===== src/logic/urd_pkg.sv =====
package urd_pkg;

  // Setup packet field positions, little-endian byte order
  localparam int SETUP_W = 64;
  localparam int BMRT_LSB = 0;
  localparam int BREQ_LSB = 8;
  localparam int WVAL_LSB = 16;
  localparam int WIDX_LSB = 32;
  localparam int WLEN_LSB = 48;
  localparam int DIR_BIT = 7;

  localparam logic [1:0] RT_STD = 2'h0;
  localparam logic [1:0] RT_VENDOR = 2'h2;
  localparam logic [4:0] RCP_DEVICE = 5'h00;
  localparam logic [4:0] RCP_IFACE = 5'h01;
  localparam logic [4:0] RCP_EP = 5'h02;

  localparam logic [7:0] REQ_GET_STATUS = 8'h00;
  localparam logic [7:0] REQ_CLEAR_FEATURE = 8'h01;
  localparam logic [7:0] REQ_SET_FEATURE = 8'h03;
  localparam logic [7:0] REQ_SET_ADDRESS = 8'h05;
  localparam logic [7:0] REQ_GET_DESCRIPTOR = 8'h06;
  localparam logic [7:0] REQ_GET_CONFIG = 8'h08;
  localparam logic [7:0] REQ_SET_CONFIG = 8'h09;
  localparam logic [7:0] REQ_GET_IFACE = 8'h0A;
  localparam logic [7:0] REQ_SET_IFACE = 8'h0B;

  localparam logic [7:0] DESC_DEVICE = 8'h01;
  localparam logic [7:0] DESC_CONFIG = 8'h02;
  localparam logic [15:0] FEAT_REMOTE_WAKEUP = 16'h0001;
  localparam logic [15:0] ADDR_MIN = 16'h0001;
  localparam logic [15:0] ADDR_MAX = 16'h001F;
  localparam logic [15:0] CFG_MAX = 16'h0001;
  localparam logic [15:0] ALT_MAX = 16'h0003;
  localparam logic [15:0] IFACE_NUM = 16'h0000;
  localparam logic [15:0] EP_MAX = 16'h0003;

  // Vendor command classes and special command codes
  localparam logic [7:0] CLASS_CONTROL = 8'h00;
  localparam logic [7:0] BUS_COMMUNICATION_CLASS = 8'h01;
  localparam logic [7:0] CLASS_MODE = 8'h02;
  localparam logic [15:0] COMMAND_QUEUE_READBACK = 16'h000D;
  localparam logic [7:0] DIRECT_READ_COMMAND = 8'h80;

  // Endpoint figures; poll and bulk size vary per alternate setting
  localparam logic [3:0] POLL_LONG_MS = 4'hA;
  localparam logic [3:0] POLL_SHORT_MS = 4'h1;
  localparam logic [6:0] BULK_SMALL = 7'h10;
  localparam logic [6:0] BULK_LARGE = 7'h40;
  localparam logic [6:0] INTR_MAX_PKT = 7'h20;
  localparam logic [6:0] CTRL_MAX_PKT = 7'h08;

  localparam logic [15:0] STATUS_LEN = 16'h0002;
  localparam logic [15:0] ONE_LEN = 16'h0001;
  localparam logic [15:0] DESC_LEN = 16'h0008;

  // Answer stream entry: {last, stall, data byte}
  localparam int ENT_W = 10;
  localparam int ENT_LAST = 9;
  localparam int ENT_STALL = 8;
  localparam int FIFO_DEPTH = 8;

  localparam logic [7:0] DEV_DESC [8] = '{8'h12, 8'h01, 8'h10, 8'h01,
    8'hFF, 8'h00, 8'hFF, 8'h08};
  localparam logic [7:0] CFG_DESC [8] = '{8'h09, 8'h02, 8'h2E, 8'h00,
    8'h01, 8'h01, 8'h00, 8'hA0};

  typedef enum logic [2:0] {
    URD_IDLE = 3'b001,
    URD_SEND = 3'b010,
    URD_DONE = 3'b100
  } urd_state_t;

  typedef enum logic [1:0] {
    URD_K_VAL = 2'h0,
    URD_K_DEV = 2'h1,
    URD_K_CFG = 2'h2,
    URD_K_QUEUE = 2'h3
  } urd_kind_t;

  function automatic logic [15:0] urd_min(input logic [15:0] a,
                                          input logic [15:0] b);
    urd_min = (a < b) ? a : b;
  endfunction

endpackage


===== src/logic/urd_link_if.sv =====
interface urd_link_if import urd_pkg::*; (input wire logic clock);
  logic setup_valid;
  logic setup_ready;
  logic [SETUP_W-1:0] setup;
  logic resp_valid;
  logic resp_ready;
  logic [ENT_W-1:0] resp_entry;

  modport device (
    input setup_valid, setup, resp_ready,
    output setup_ready, resp_valid, resp_entry
  );
  modport host (
    output setup_valid, setup, resp_ready,
    input setup_ready, resp_valid, resp_entry
  );
endinterface


===== src/logic/urd_device.sv =====
// Behaviour
// - Four alt settings pick poll and bulk size
// - Status interrupt endpoint always 32-byte packets
// - Set-configuration accepts only 0 or 1
// - Interface requests: interface 0, alt 0-3
// - Only device and configuration descriptors served
// - Features: remote wake-up selector only, toggles enable
// - Device status: self-powered zero, wake-up current
// - Interface status always reads all zero
// - bRequest selects control, communication or mode class
// - wValue holds command, wIndex holds parameters
// - Communication wValue splits code and embedded bits
// - Direct read: parameter byte in wValue too
// - wLength zero except command queue readback
// - Vendor commands: vendor type, device recipient
// - Undefined vendor commands answered with stall
// - Wake-up off at reset; resume on attach

module urd_fifo import urd_pkg::*; #(
  parameter int WIDTH = ENT_W,
  parameter int DEPTH = FIFO_DEPTH
) (
  input wire logic clock,
  input wire logic rst_b,
  input wire logic ce,
  input wire logic in_valid,
  output logic in_ready,
  input wire logic [WIDTH-1:0] in_data,
  output logic out_valid,
  input wire logic out_ready,
  output logic [WIDTH-1:0] out_data
);
  localparam int AW = $clog2(DEPTH);
  logic [WIDTH-1:0] mem [DEPTH];
  logic [AW-1:0] wr, rd, next_wr, next_rd;
  logic [AW:0] count, next_count;
  logic push, pop;

  assign in_ready = count < (AW+1)'(DEPTH);
  assign out_valid = count != '0;
  assign out_data = mem[rd];

  always_comb begin
    push = ce && in_valid && in_ready;
    pop = ce && out_valid && out_ready;
    next_wr = push ? ((wr == AW'(DEPTH - 1)) ? '0 : wr + 1'b1) : wr;
    next_rd = pop ? ((rd == AW'(DEPTH - 1)) ? '0 : rd + 1'b1) : rd;
    next_count = count + (AW+1)'(push) - (AW+1)'(pop);
  end

  always_ff @(posedge clock) begin
    if (!rst_b) begin
      wr <= '0;
      rd <= '0;
      count <= '0;
    end else if (ce) begin
      wr <= next_wr;
      rd <= next_rd;
      count <= next_count;
    end
  end

  // Storage carries no reset; only the pointers and the count need a defined value
  always_ff @(posedge clock) begin
    if (push) begin
      mem[wr] <= in_data;
    end
  end
endmodule

module urd_device import urd_pkg::*; #(
  parameter int QUEUE_DEPTH = 16,
  parameter int CTRL_CODES = 16,
  parameter int MODE_CODES = 8
) (
  input wire logic clock,
  input wire logic rst_b,
  input wire logic ce,
  urd_link_if.device link,
  input wire logic bus_reset,
  input wire logic bus_suspended,
  input wire logic slave_attach,
  output logic [6:0] dev_address,
  output logic configured,
  output logic [1:0] alt_setting,
  output logic [3:0] poll_interval_ms,
  output logic [6:0] bulk_max_packet,
  output logic [6:0] intr_max_packet,
  output logic [6:0] ctrl_max_packet,
  output logic remote_wake_en,
  output logic resume_req,
  output logic cmd_valid,
  output logic [7:0] cmd_class,
  output logic [15:0] cmd_value,
  output logic [15:0] cmd_index,
  output logic [7:0] comm_code,
  output logic [7:0] comm_param,
  output logic cmd_direct_read
);
  localparam int QW = $clog2(QUEUE_DEPTH);

  urd_state_t state, next_state;
  urd_kind_t kind, next_kind;
  logic stall, next_stall;
  logic [15:0] len, next_len, idx, next_idx;
  logic [7:0] val, next_val;
  logic [6:0] next_addr;
  logic next_cfg, next_wake, next_cmd_valid, next_direct, next_resume;
  logic [1:0] next_alt;
  logic [7:0] next_class;
  logic [15:0] next_value, next_index;
  logic attach_q, next_attach;

  logic [7:0] qmem [QUEUE_DEPTH];
  logic [QW-1:0] qwr, qrd;
  logic [QW:0] qcnt;
  logic q_push, q_pop;

  logic fifo_in_valid, fifo_in_ready;
  logic [ENT_W-1:0] fifo_in_data;
  logic ok;
  logic [15:0] avail;
  logic [7:0] bmrt, breq;
  logic [15:0] wval, widx, wlen;

  assign bmrt = link.setup[BMRT_LSB +: 8];
  assign breq = link.setup[BREQ_LSB +: 8];
  assign wval = link.setup[WVAL_LSB +: 16];
  assign widx = link.setup[WIDX_LSB +: 16];
  assign wlen = link.setup[WLEN_LSB +: 16];

  assign poll_interval_ms = alt_setting[1] ? POLL_SHORT_MS : POLL_LONG_MS;
  assign bulk_max_packet = alt_setting[0] ? BULK_LARGE : BULK_SMALL;
  assign intr_max_packet = INTR_MAX_PKT;
  assign ctrl_max_packet = CTRL_MAX_PKT;
  assign comm_code = cmd_value[7:0];
  assign comm_param = cmd_value[15:8];
  assign link.setup_ready = ce && (state == URD_IDLE);

  always_comb begin
    next_state = state;
    next_kind = kind;
    next_stall = stall;
    next_len = len;
    next_idx = idx;
    next_val = val;
    next_addr = dev_address;
    next_cfg = configured;
    next_alt = alt_setting;
    next_wake = remote_wake_en;
    next_cmd_valid = 1'b0;
    next_class = cmd_class;
    next_value = cmd_value;
    next_index = cmd_index;
    next_direct = cmd_direct_read;
    next_attach = slave_attach;
    next_resume = remote_wake_en && bus_suspended && slave_attach
                  && !attach_q;
    q_push = 1'b0;
    q_pop = 1'b0;
    fifo_in_valid = 1'b0;
    fifo_in_data = '0;
    ok = 1'b0;
    avail = '0;
    unique case (state)
      URD_IDLE: begin
        if (link.setup_valid) begin
          next_kind = URD_K_VAL;
          next_val = '0;
          if (bmrt[6:5] == RT_STD) begin
            case (breq)
              REQ_GET_STATUS: begin
                if (bmrt[4:0] == RCP_DEVICE) begin
                  ok = 1'b1;
                  next_val = {6'h00, remote_wake_en, 1'b0};
                end else if (bmrt[4:0] == RCP_IFACE) begin
                  ok = widx == IFACE_NUM;
                end else if (bmrt[4:0] == RCP_EP) begin
                  ok = {widx[15:8], 1'b0, widx[6:0]} <= EP_MAX;
                end
                avail = STATUS_LEN;
              end
              REQ_CLEAR_FEATURE, REQ_SET_FEATURE: begin
                if (bmrt[4:0] == RCP_DEVICE
                    && wval == FEAT_REMOTE_WAKEUP) begin
                  ok = 1'b1;
                  next_wake = breq == REQ_SET_FEATURE;
                end
              end
              REQ_SET_ADDRESS: begin
                if (wval >= ADDR_MIN && wval <= ADDR_MAX) begin
                  ok = 1'b1;
                  next_addr = wval[6:0];
                end
              end
              REQ_GET_DESCRIPTOR: begin
                ok = wval[15:8] == DESC_DEVICE
                     || wval[15:8] == DESC_CONFIG;
                next_kind = (wval[15:8] == DESC_DEVICE) ? URD_K_DEV
                                                        : URD_K_CFG;
                avail = DESC_LEN;
              end
              REQ_GET_CONFIG: begin
                ok = 1'b1;
                next_val = {7'h00, configured};
                avail = ONE_LEN;
              end
              REQ_SET_CONFIG: begin
                if (wval <= CFG_MAX) begin
                  ok = 1'b1;
                  next_cfg = wval[0];
                  next_alt = '0;
                end
              end
              REQ_GET_IFACE: begin
                ok = bmrt[4:0] == RCP_IFACE && widx == IFACE_NUM
                     && configured;
                next_val = {6'h00, alt_setting};
                avail = ONE_LEN;
              end
              REQ_SET_IFACE: begin
                if (bmrt[4:0] == RCP_IFACE && widx == IFACE_NUM
                    && wval <= ALT_MAX && configured) begin
                  ok = 1'b1;
                  next_alt = wval[1:0];
                end
              end
              default: ok = 1'b0;
            endcase
          end else if (bmrt[6:5] == RT_VENDOR
                       && bmrt[4:0] == RCP_DEVICE) begin
            case (breq)
              CLASS_CONTROL: begin
                if (wval == COMMAND_QUEUE_READBACK) begin
                  ok = bmrt[DIR_BIT];
                  next_kind = URD_K_QUEUE;
                  avail = 16'(qcnt);
                end else begin
                  ok = wlen == '0 && wval < 16'(CTRL_CODES);
                end
              end
              BUS_COMMUNICATION_CLASS: begin
                ok = wlen == '0;
                // A full queue drops the new entry rather than stall
                q_push = ok && qcnt <= (QW+1)'(QUEUE_DEPTH - 2);
              end
              CLASS_MODE: ok = wlen == '0 && wval < 16'(MODE_CODES);
              default: ok = 1'b0;
            endcase
            if (ok) begin
              next_cmd_valid = 1'b1;
              next_class = breq;
              next_value = wval;
              next_index = widx;
              next_direct = breq == BUS_COMMUNICATION_CLASS
                            && wval[7:0] == DIRECT_READ_COMMAND;
            end
          end
          next_stall = !ok;
          next_len = ok ? urd_min(wlen, avail) : '0;
          next_idx = '0;
          next_state = ok ? URD_SEND : URD_DONE;
        end
      end
      URD_SEND: begin
        if (idx == len) begin
          next_state = URD_DONE;
        end else begin
          fifo_in_valid = ce;
          unique case (kind)
            URD_K_DEV: fifo_in_data = {2'b00, DEV_DESC[idx[2:0]]};
            URD_K_CFG: fifo_in_data = {2'b00, CFG_DESC[idx[2:0]]};
            URD_K_QUEUE: fifo_in_data = {2'b00, qmem[qrd]};
            URD_K_VAL: fifo_in_data = {2'b00, (idx == '0) ? val : 8'h00};
          endcase
          if (fifo_in_ready) begin
            next_idx = idx + 16'h0001;
            q_pop = kind == URD_K_QUEUE;
          end
        end
      end
      URD_DONE: begin
        fifo_in_valid = ce;
        fifo_in_data = {1'b1, stall, 8'h00};
        if (fifo_in_ready) begin
          next_state = URD_IDLE;
        end
      end
    endcase
    if (bus_reset) begin
      next_addr = '0;
      next_cfg = 1'b0;
      next_alt = '0;
      next_wake = 1'b0;
    end
  end

  always_ff @(posedge clock) begin
    if (!rst_b) begin
      state <= URD_IDLE;
      kind <= URD_K_VAL;
      stall <= 1'b0;
      len <= '0;
      idx <= '0;
      val <= '0;
      dev_address <= '0;
      configured <= 1'b0;
      alt_setting <= '0;
      remote_wake_en <= 1'b0;
      cmd_valid <= 1'b0;
      cmd_class <= '0;
      cmd_value <= '0;
      cmd_index <= '0;
      cmd_direct_read <= 1'b0;
      attach_q <= 1'b0;
      resume_req <= 1'b0;
      qwr <= '0;
      qrd <= '0;
      qcnt <= '0;
    end else if (ce) begin
      state <= next_state;
      kind <= next_kind;
      stall <= next_stall;
      len <= next_len;
      idx <= next_idx;
      val <= next_val;
      dev_address <= next_addr;
      configured <= next_cfg;
      alt_setting <= next_alt;
      remote_wake_en <= next_wake;
      cmd_valid <= next_cmd_valid;
      cmd_class <= next_class;
      cmd_value <= next_value;
      cmd_index <= next_index;
      cmd_direct_read <= next_direct;
      attach_q <= next_attach;
      resume_req <= next_resume;
      // Queue depth must be a power of two so the pointers wrap alone
      qwr <= qwr + QW'({q_push, 1'b0});
      qrd <= qrd + QW'(q_pop);
      qcnt <= qcnt + (QW+1)'({q_push, 1'b0}) - (QW+1)'(q_pop);
    end
  end

  always_ff @(posedge clock) begin
    if (ce && rst_b && q_push) begin
      qmem[qwr] <= wval[7:0];
      qmem[qwr + QW'(1)] <= wval[15:8];
    end
  end

  urd_fifo #(.WIDTH(ENT_W), .DEPTH(FIFO_DEPTH)) i_urd_fifo (
    .clock(clock),
    .rst_b(rst_b),
    .ce(ce),
    .in_valid(fifo_in_valid),
    .in_ready(fifo_in_ready),
    .in_data(fifo_in_data),
    .out_valid(link.resp_valid),
    .out_ready(link.resp_ready),
    .out_data(link.resp_entry)
  );
endmodule


===== src/flat_wrapper.sv =====
// flat-port wrapper written by rule: the top's interface ports become plain ports
module urd_device_flat import urd_pkg::*;
#(
  parameter int QUEUE_DEPTH = 16,
  parameter int CTRL_CODES = 16,
  parameter int MODE_CODES = 8
)
  (clock, rst_b, ce, bus_reset, bus_suspended, slave_attach, dev_address, configured, alt_setting, poll_interval_ms, bulk_max_packet, intr_max_packet, ctrl_max_packet, remote_wake_en, resume_req, cmd_valid, cmd_class, cmd_value, cmd_index, comm_code, comm_param, cmd_direct_read, link_setup_valid, link_setup, link_resp_ready, link_setup_ready, link_resp_valid, link_resp_entry);
  urd_link_if link_i (.clock(clock));
  input wire logic clock;
  input wire logic rst_b;
  input wire logic ce;
  input wire logic bus_reset;
  input wire logic bus_suspended;
  input wire logic slave_attach;
  output logic [6:0] dev_address;
  output logic configured;
  output logic [1:0] alt_setting;
  output logic [3:0] poll_interval_ms;
  output logic [6:0] bulk_max_packet;
  output logic [6:0] intr_max_packet;
  output logic [6:0] ctrl_max_packet;
  output logic remote_wake_en;
  output logic resume_req;
  output logic cmd_valid;
  output logic [7:0] cmd_class;
  output logic [15:0] cmd_value;
  output logic [15:0] cmd_index;
  output logic [7:0] comm_code;
  output logic [7:0] comm_param;
  output logic cmd_direct_read;
  input wire logic [$bits(link_i.setup_valid)-1:0] link_setup_valid;
  input wire logic [$bits(link_i.setup)-1:0] link_setup;
  input wire logic [$bits(link_i.resp_ready)-1:0] link_resp_ready;
  output wire logic [$bits(link_i.setup_ready)-1:0] link_setup_ready;
  output wire logic [$bits(link_i.resp_valid)-1:0] link_resp_valid;
  output wire logic [$bits(link_i.resp_entry)-1:0] link_resp_entry;
  assign link_i.setup_valid = link_setup_valid;
  assign link_i.setup = link_setup;
  assign link_i.resp_ready = link_resp_ready;
  assign link_setup_ready = link_i.setup_ready;
  assign link_resp_valid = link_i.resp_valid;
  assign link_resp_entry = link_i.resp_entry;
  urd_device #(.QUEUE_DEPTH(QUEUE_DEPTH), .CTRL_CODES(CTRL_CODES), .MODE_CODES(MODE_CODES)) u_core (.clock(clock), .rst_b(rst_b), .ce(ce), .link(link_i), .bus_reset(bus_reset), .bus_suspended(bus_suspended), .slave_attach(slave_attach), .dev_address(dev_address), .configured(configured), .alt_setting(alt_setting), .poll_interval_ms(poll_interval_ms), .bulk_max_packet(bulk_max_packet), .intr_max_packet(intr_max_packet), .ctrl_max_packet(ctrl_max_packet), .remote_wake_en(remote_wake_en), .resume_req(resume_req), .cmd_valid(cmd_valid), .cmd_class(cmd_class), .cmd_value(cmd_value), .cmd_index(cmd_index), .comm_code(comm_code), .comm_param(comm_param), .cmd_direct_read(cmd_direct_read));
endmodule

===== config.mk =====
export PLATFORM = sky130hd
export DESIGN_NAME = urd_device_flat
export DESIGN_NICKNAME = d
export VERILOG_FILES = /design/src/logic/urd_pkg.sv /design/src/logic/urd_link_if.sv /design/src/logic/urd_device.sv /design/src/flat_wrapper.sv
export SDC_FILE = /design/constraint.sdc
export NUM_CORES = 1
export LEC_CHECK = 0
export BUFFER_PORTS_ARGS = -buffer_cell sky130_fd_sc_hd__buf_2
export CAP_MARGIN = 0
export CORE_AREA = 2 2 183 185
export CTS_CLUSTER_DIAMETER = 50
export CTS_CLUSTER_SIZE = 20
export DETAILED_ROUTE_END_ITERATION = 12
export DIE_AREA = 0 0 185 187
export SYNTH_ARGS = -nofsm -noshare
export SYNTH_HDL_FRONTEND = slang
export SYNTH_HIERARCHICAL = 1
export SYNTH_SLANG_ARGS = --single-unit

===== constraint.sdc =====
create_clock -name clock -period 4.96 [get_ports clock]
set_input_delay 0.248 -clock clock [delete_from_list [all_inputs] [get_ports clock]]
set_output_delay 0.248 -clock clock [all_outputs]
set_load 0.005 [all_outputs]

Yosys cells after proc, flatten, opt, wreduce, memory -nomap -nowiden
Memory sizes are Yosys's and may differ from the RTL's. A register that Yosys moved wholly into a read port is not among the register bits.
Cells that the tools add are included.

word-level totals
  RAM bits = 208
  memory bits (read-only) = 128
  output and inout bits = 107
  register bits = 124
  input port bits = 72
  memories = 4

memory list
  memory                 depth  width  rd ports  clocked after Yosys merged registers in  write ports  line               text
  u_core.qmem            16     8      1         1                                        2            urd_device.sv:114  logic [7:0] qmem [QUEUE_DEPTH];
  u_core.i_urd_fifo.mem  8      10     1         1                                        1            urd_device.sv:34   logic [WIDTH-1:0] mem [DEPTH];
  (no name shown)        8      8      1         0                                        0            urd_device.sv:272  URD_K_CFG: fifo_in_data = {2'b00, CFG_DESC[idx[2:0]]};
  (no name shown)        8      8      1         0                                        0            urd_device.sv:271  URD_K_DEV: fifo_in_data = {2'b00, DEV_DESC[idx[2:0]]};

operators by class
  equal/unequal tests = 33
  reduce and logical (&&, ||, !) cells = 55
  bitwise logic cells = 2
  $add $sub $neg = 10
  mux-type cells = 105
  $lt $le $gt $ge = 11

operator list
  cell                                                                count
  two-way mux 16 bit                                                  10
  two-way mux 7 bit                                                   7
  logical NOT 16 bit                                                  3
  two-way mux 8 bit                                                   6
  two-way mux 1 bit                                                   46
  case mux 10 bit (4 select lines)                                    1
  == test 8 x 4 -> 1 bit, second input constant                       4
  less-or-equal comparator 16 x 2 -> 1 bit, second input constant     2
  case mux 16 bit (2 select lines)                                    1
  two-way mux 2 bit                                                   13
  == test 8 x 2 -> 1 bit, second input constant                       3
  two-way mux 3 bit                                                   8
  case mux 8 bit (3 select lines)                                     1
  AND reduction 6 bit                                                 4
  logical AND 1 bit                                                   21
  case mux 10 bit (2 select lines)                                    1
  nonzero test 2 bit                                                  10
  adder 16 x 1 -> 16 bit, second input constant                       1
  == test 16 x 1 -> 1 bit, second input constant                      1
  == test 16 bit                                                      1
  == test 16 x 4 -> 1 bit, second input constant                      1
  == test 8 x 1 -> 1 bit, second input constant                       2
  == test 8 x 3 -> 1 bit, second input constant                       2
  greater-or-equal comparator 16 x 1 -> 1 bit, second input constant  1
  50 further kinds                                                    66

Depth between registers and ports, before layout
  word-level depth = 15
  mapped depth = 15
  mapped depth without buffers = 15

Hierarchy
Netlist, hierarchy kept.

modules (own cells, without submodules)
  module      area each (um^2)  cells each  sequential area each (um^2)  times used
  urd_device  10767.8           926         6065.8                       1
  urd_fifo    3771.1            192         2662.6                       1

Least setup slack after synthesis
OpenSTA, ideal clock, no wires.

  path kind = in2reg
  from = input port link_setup[4]
  to = memory u_core.qmem[8][0], enable pin
  library setup time = 0.436 ns
  arrival time = 3.185 ns
  setup slack = 1.339 ns
  buffers on the path = 0
  stages = 6
  cells stage by stage = nor3_1 -> nand4b_1 -> nor4_1 -> and4_1 -> nand3_1 -> nor4b_1

RTL lines
  item                line                text
  start: declaration  flat_wrapper.sv:33  input wire logic [$bits(link_i.setup)-1:0] link_setup;
  end: declaration    urd_device.sv:114

Final worst setup path
  from = register u_core.idx[2]
  to = register u_core.i_urd_fifo.count[2]

between the ends
  longest elaborated chain between the ends = 7

RTL lines
  item                             line               text
  start: declaration               urd_device.sv:105  logic [15:0] len, next_len, idx, next_idx;
  start signal: assignment         urd_device.sv:325  idx <= next_idx;
  == test 16 bit                   urd_device.sv:266  if (idx == len) begin
  two-way mux 1 bit                urd_device.sv:266
  case mux 1 bit (2 select lines)  urd_device.sv:165  unique case (state)
  named net u_core.fifo_in_valid   urd_device.sv:119  logic fifo_in_valid, fifo_in_ready;
  logical AND 1 bit (2 in a row)   urd_device.sv:44   push = ce && in_valid && in_ready;
  adder 4 x 1 -> 4 bit             urd_device.sv:48   next_count = count + (AW+1)'(push) - (AW+1)'(pop);
  subtractor 4 x 1 -> 4 bit        urd_device.sv:48
  end signal: assignment           urd_device.sv:59   count <= next_count;
  end: declaration                 urd_device.sv:36   logic [AW:0] count, next_count;

The timed path passes the listed nets, and every way through them passes these cells.
A chain may end at the register's enable or synchronous reset.

==> results.txt <==
* Status: completed
* Clock Pin Slew Worst Setup and Hold Paths: 0.07 ns
- Total wire length after detailed routing: 33.3 mm
- Final hold viol count: 0
- Leakage power total: 0.00590 uW
- Count of flip-flops with a built-in enable after synthesis: 208
- Of the available clock period, the critical path in the final layout requires 0.716.
- The synthesized design spends more area on one cell type than any other, namely edfxtp_1.
* Largest fanout of any net on the critical path: 12
* Number of buffers inserted by hold repair at cts: 18
- From bottom edge to top edge, the die measures 187 um.
- Data required, critical path: 5.40 ns
- Max VDD drop: about 0.28 mV
- Library cells used by synthesis: 72
* Yosys warns: 6
- Each instance of the synthesized netlist takes up on average 13.0 um2.
* GRT overflow: 0
* Area growth, synth to finish: 15.6%
- FFs w/ async S/R, synth: 0
- The number of pins with negative max-slew slack in the final report came to 0.
- For this run, the total global-route usage over all layers was measured as 0.191.
- First-pass GRT wire length: 52.0 mm
- Master cell of the clock root buffer: clkbuf_16
- For this configuration, the core starts out at a cell density of 0.442.
- Count of buffers added by post-CTS timing repair for setup: 0
- Gp weighted congestion: ~0.84
* Num CTS Buffers: 30
* DRC violation total after the first TritonRoute iteration: around 570
- Post-cts sizing count: 0
- Pin count of the biggest net entering global routing: 66
* Startpoint-to-endpoint class of the critical path: reg -> reg
* Post-Route Setup TNS: 0 ns
- Summed over all nets, the half-perimeter wirelength after detailed placement is 22.2 mm.
- The clock drives 332 sinks.
- Cells taking the most area after synthesis: edfxtp_1, dfxtp_1, mux4_2
- Die ar.: around 35000 um2
- Most common flop cell mapped by yosys: edfxtp_1
- Setup repair after global routing left no endpoint under its margin.
- Fraction of post-synthesis cell area in the top cell type by area: 0.430
* Number of levels the H-tree was split into: 1
- Layout cell share with drive strength beyond 1: 0.232
* Post-route minimum period: 3.55 ns
- Crit path largest cell delay: around 0.63 ns
- Clock latency reported for the late side of the worst-skew pair: 0.57 ns
* Die boundary width: 185 um
* Worst min path class: in -> reg
- Avg WL per Cell: 19.1 um
- The synthesized design contains 332 register bits.
- Number of setup violations in the final report: 0
- Final Util: 0.511
- Row generation in the floorplan step produced 67 rows.
- Across the run, the number of max-cap violations was 0.
- Core box area: 32900 um2
- Setup WS post-layout: approximately 1.4 ns
- Derived from the worst setup path, the maximum achievable clock frequency is 0.282 GHz.
- Post-detailed-route via-to-cell ratio: about 5.4
* TritonCTS clock tree: yes
- In this run the remaining antenna-violating nets after routing total 0.
* Clock skew after layout: 0.0219 ns
- Post-detailed-route DRC marker count: 0
- Kind of start point of the critical path: flop
- Cell Chain, Critical Path: xnor2_1 -> nand4_1 -> nor4_1 -> nor2_1 -> o21a_1 -> nand3b_2 -> ha_1 -> inv_1 -> ha_1 -> inv_1 -> fa_1 -> xnor2_1 -> mux2i_1 -> nor2_1
- For this run, the detailed router's first-pass iteration total came to 5.
- Port Buffers: approximately 160
* Antenna violations before repair: 1
* Cell area after synthesis: 14500 um2
- Clock buffer depth: 3
* CP Capture Type: flop
- After technology mapping, the gate count stands at between 1000 and 1500.
- For this design, the slowest cell found on the critical path is nor4_1.
- Transition at the pin with the smallest max-transition slack: 1.16 ns
- Arrival time of data at the critical path endpoint: between 3 and 4 ns
- Before CTS, the worst setup slack after placement is 1.25 ns.
- Vias in the first global route: 9427
- Antenna cells: 0
* Total number of vias: 9392
- Top-Level Pins: around 180
- Tightest slew margin relative to the limit: 0.225
* NumNets Final: 1373
- Seq/Total Area, Yosys: 0.600
- Power spread over the standard cell area amounts to 327 nW/um2.
[registers in the layout, indices dropped and copies added (netlist names), 2 cells and up, named ones only]
| signal | cells |
|---|---|
| u_core/kind | 2 |
| u_core/cmd_index | 16 |
| u_core/len | 16 |
| u_core/i_urd_fifo/count | 4 |
| u_core/dev_address | 7 |
| u_core/qwr | 3 |
| u_core/i_urd_fifo/rd | 3 |
| u_core/cmd_class | 8 |
| u_core/val | 2 |
| u_core/cmd_value | 16 |
| u_core/i_urd_fifo/wr | 3 |
| u_core/alt_setting | 2 |
| u_core/qcnt | 5 |
| u_core/qmem | 128 |
| u_core/i_urd_fifo/mem | 80 |
| u_core/state | 3 |
| u_core/idx | 16 |
| u_core/qrd | 4 |
[where the power goes]
group / switching, uW / leakage (uW) / internal, uW
clock network: 1070 / 0.000482 / 1220
registers: 23.3 / 0.00282 / 2930
logic: 150 / 0.00260 / 100
total: 1240 / 0.00590 / 4250
[stage by stage]
step	cell area (um2)	hold WS, ns	instances	total power, uW
finish	16800	0.0379	1740	5500
global route	16800	0.0314	1740	5690
CTS	16800	0.0145	1740	5550
detailed placement	15600	0.442	1666	3250
global placement	15600	0.435	1666	3250
floorplan	14600	0.347	1136	3150
[worst paths after layout]
check | slack (ns) | start | to | cells after the start
max | 1.41 | u_core/idx[2] | u_core/i_urd_fifo/count[2] | 14
min reg2reg | 0.45 | u_core/cmd_index[6] | u_core/cmd_index[6] | 2
min | 0.04 | link_setup[49] | u_core/len[1] | 3
max reg2reg | 1.41 | u_core/idx[2] | u_core/i_urd_fifo/count[2] | 14
[Yosys cell counts (all sizes together), types with 5 or more instances]
master / count
and3: 16
inv: 26
nor2: 73
nand4: 20
nand3: 26
clkbuf: 35
mux4: 60
nor3: 26
nor2b: 9
mux2i: 18
dfxtp: 124
xnor2: 30
nor3b: 7
a21oi: 65
edfxtp: 208
a211oi: 5
a31oi: 9
o21ai: 23
nor4: 21
ha: 31
and2: 18
xor2: 5
mux2: 10
or4: 6
o21a: 5
or3: 7
nand2b: 7
buf: 55
nand2: 120
[critical path, delay by kind of cell, from the launching register on]
family	cells	cell delay [ns]
compound gates	1	0.27
mux	1	0.14
fa+ha+maj	3	0.81
xor+xnor	2	0.31
flops	1	0.57
buf+inv	2	0.11
simple gates	5	1.24
[layout by cell type, fill, tap and decap left out, types with 25 or more instances in the layout]
master,Yosys,routed
buf_2,6,158
nor2_1,73,73
dfxtp_1,124,123
xnor2_1,30,30
mux4_2,40,40
nand2_1,119,119
clkbuf_16,0,32
nand3_1,26,26
edfxtp_1,208,208
ha_1,31,31
a21oi_1,65,65
inv_1,26,25
[cell type report]
type | instances | area (um2)
flip-flops and latches | 332 | 8730
repair buffers | 190 | 1080
inverters | 27 | 101
clock inverters | 20 | 160
multi-input cells | 687 | 5350
well taps | 448 | 561
fillers | 2877 | 16100
clock buffers | 36 | 826
[layer usage]
layer  vias up  global-route usage  part of all wire
met5         -                   0           0.00033
met4         2              0.0366             0.015
met3        39              0.0321             0.049
met2       243               0.327              0.49
met1      4671               0.258              0.44
li1       4437                   -                 -
[kinds of logic (layout without fill, tap and decap cells)]
| logic type | after synthesis | after routing | synth area share |
|---|---|---|---|
| simple gates | 376 | 376 | 0.132 |
| flops | 332 | 332 | 0.600 |
| compound gates | 135 | 135 | 0.0559 |
| buf+inv | 117 | 273 | 0.0422 |
| mux | 88 | 88 | 0.118 |
| xor+xnor | 35 | 35 | 0.0211 |
| fa+ha+maj | 33 | 33 | 0.0294 |
| other cells | 2 | 20 | 0.000517 |
Note: power is estimated with default switching activity, not from simulation.
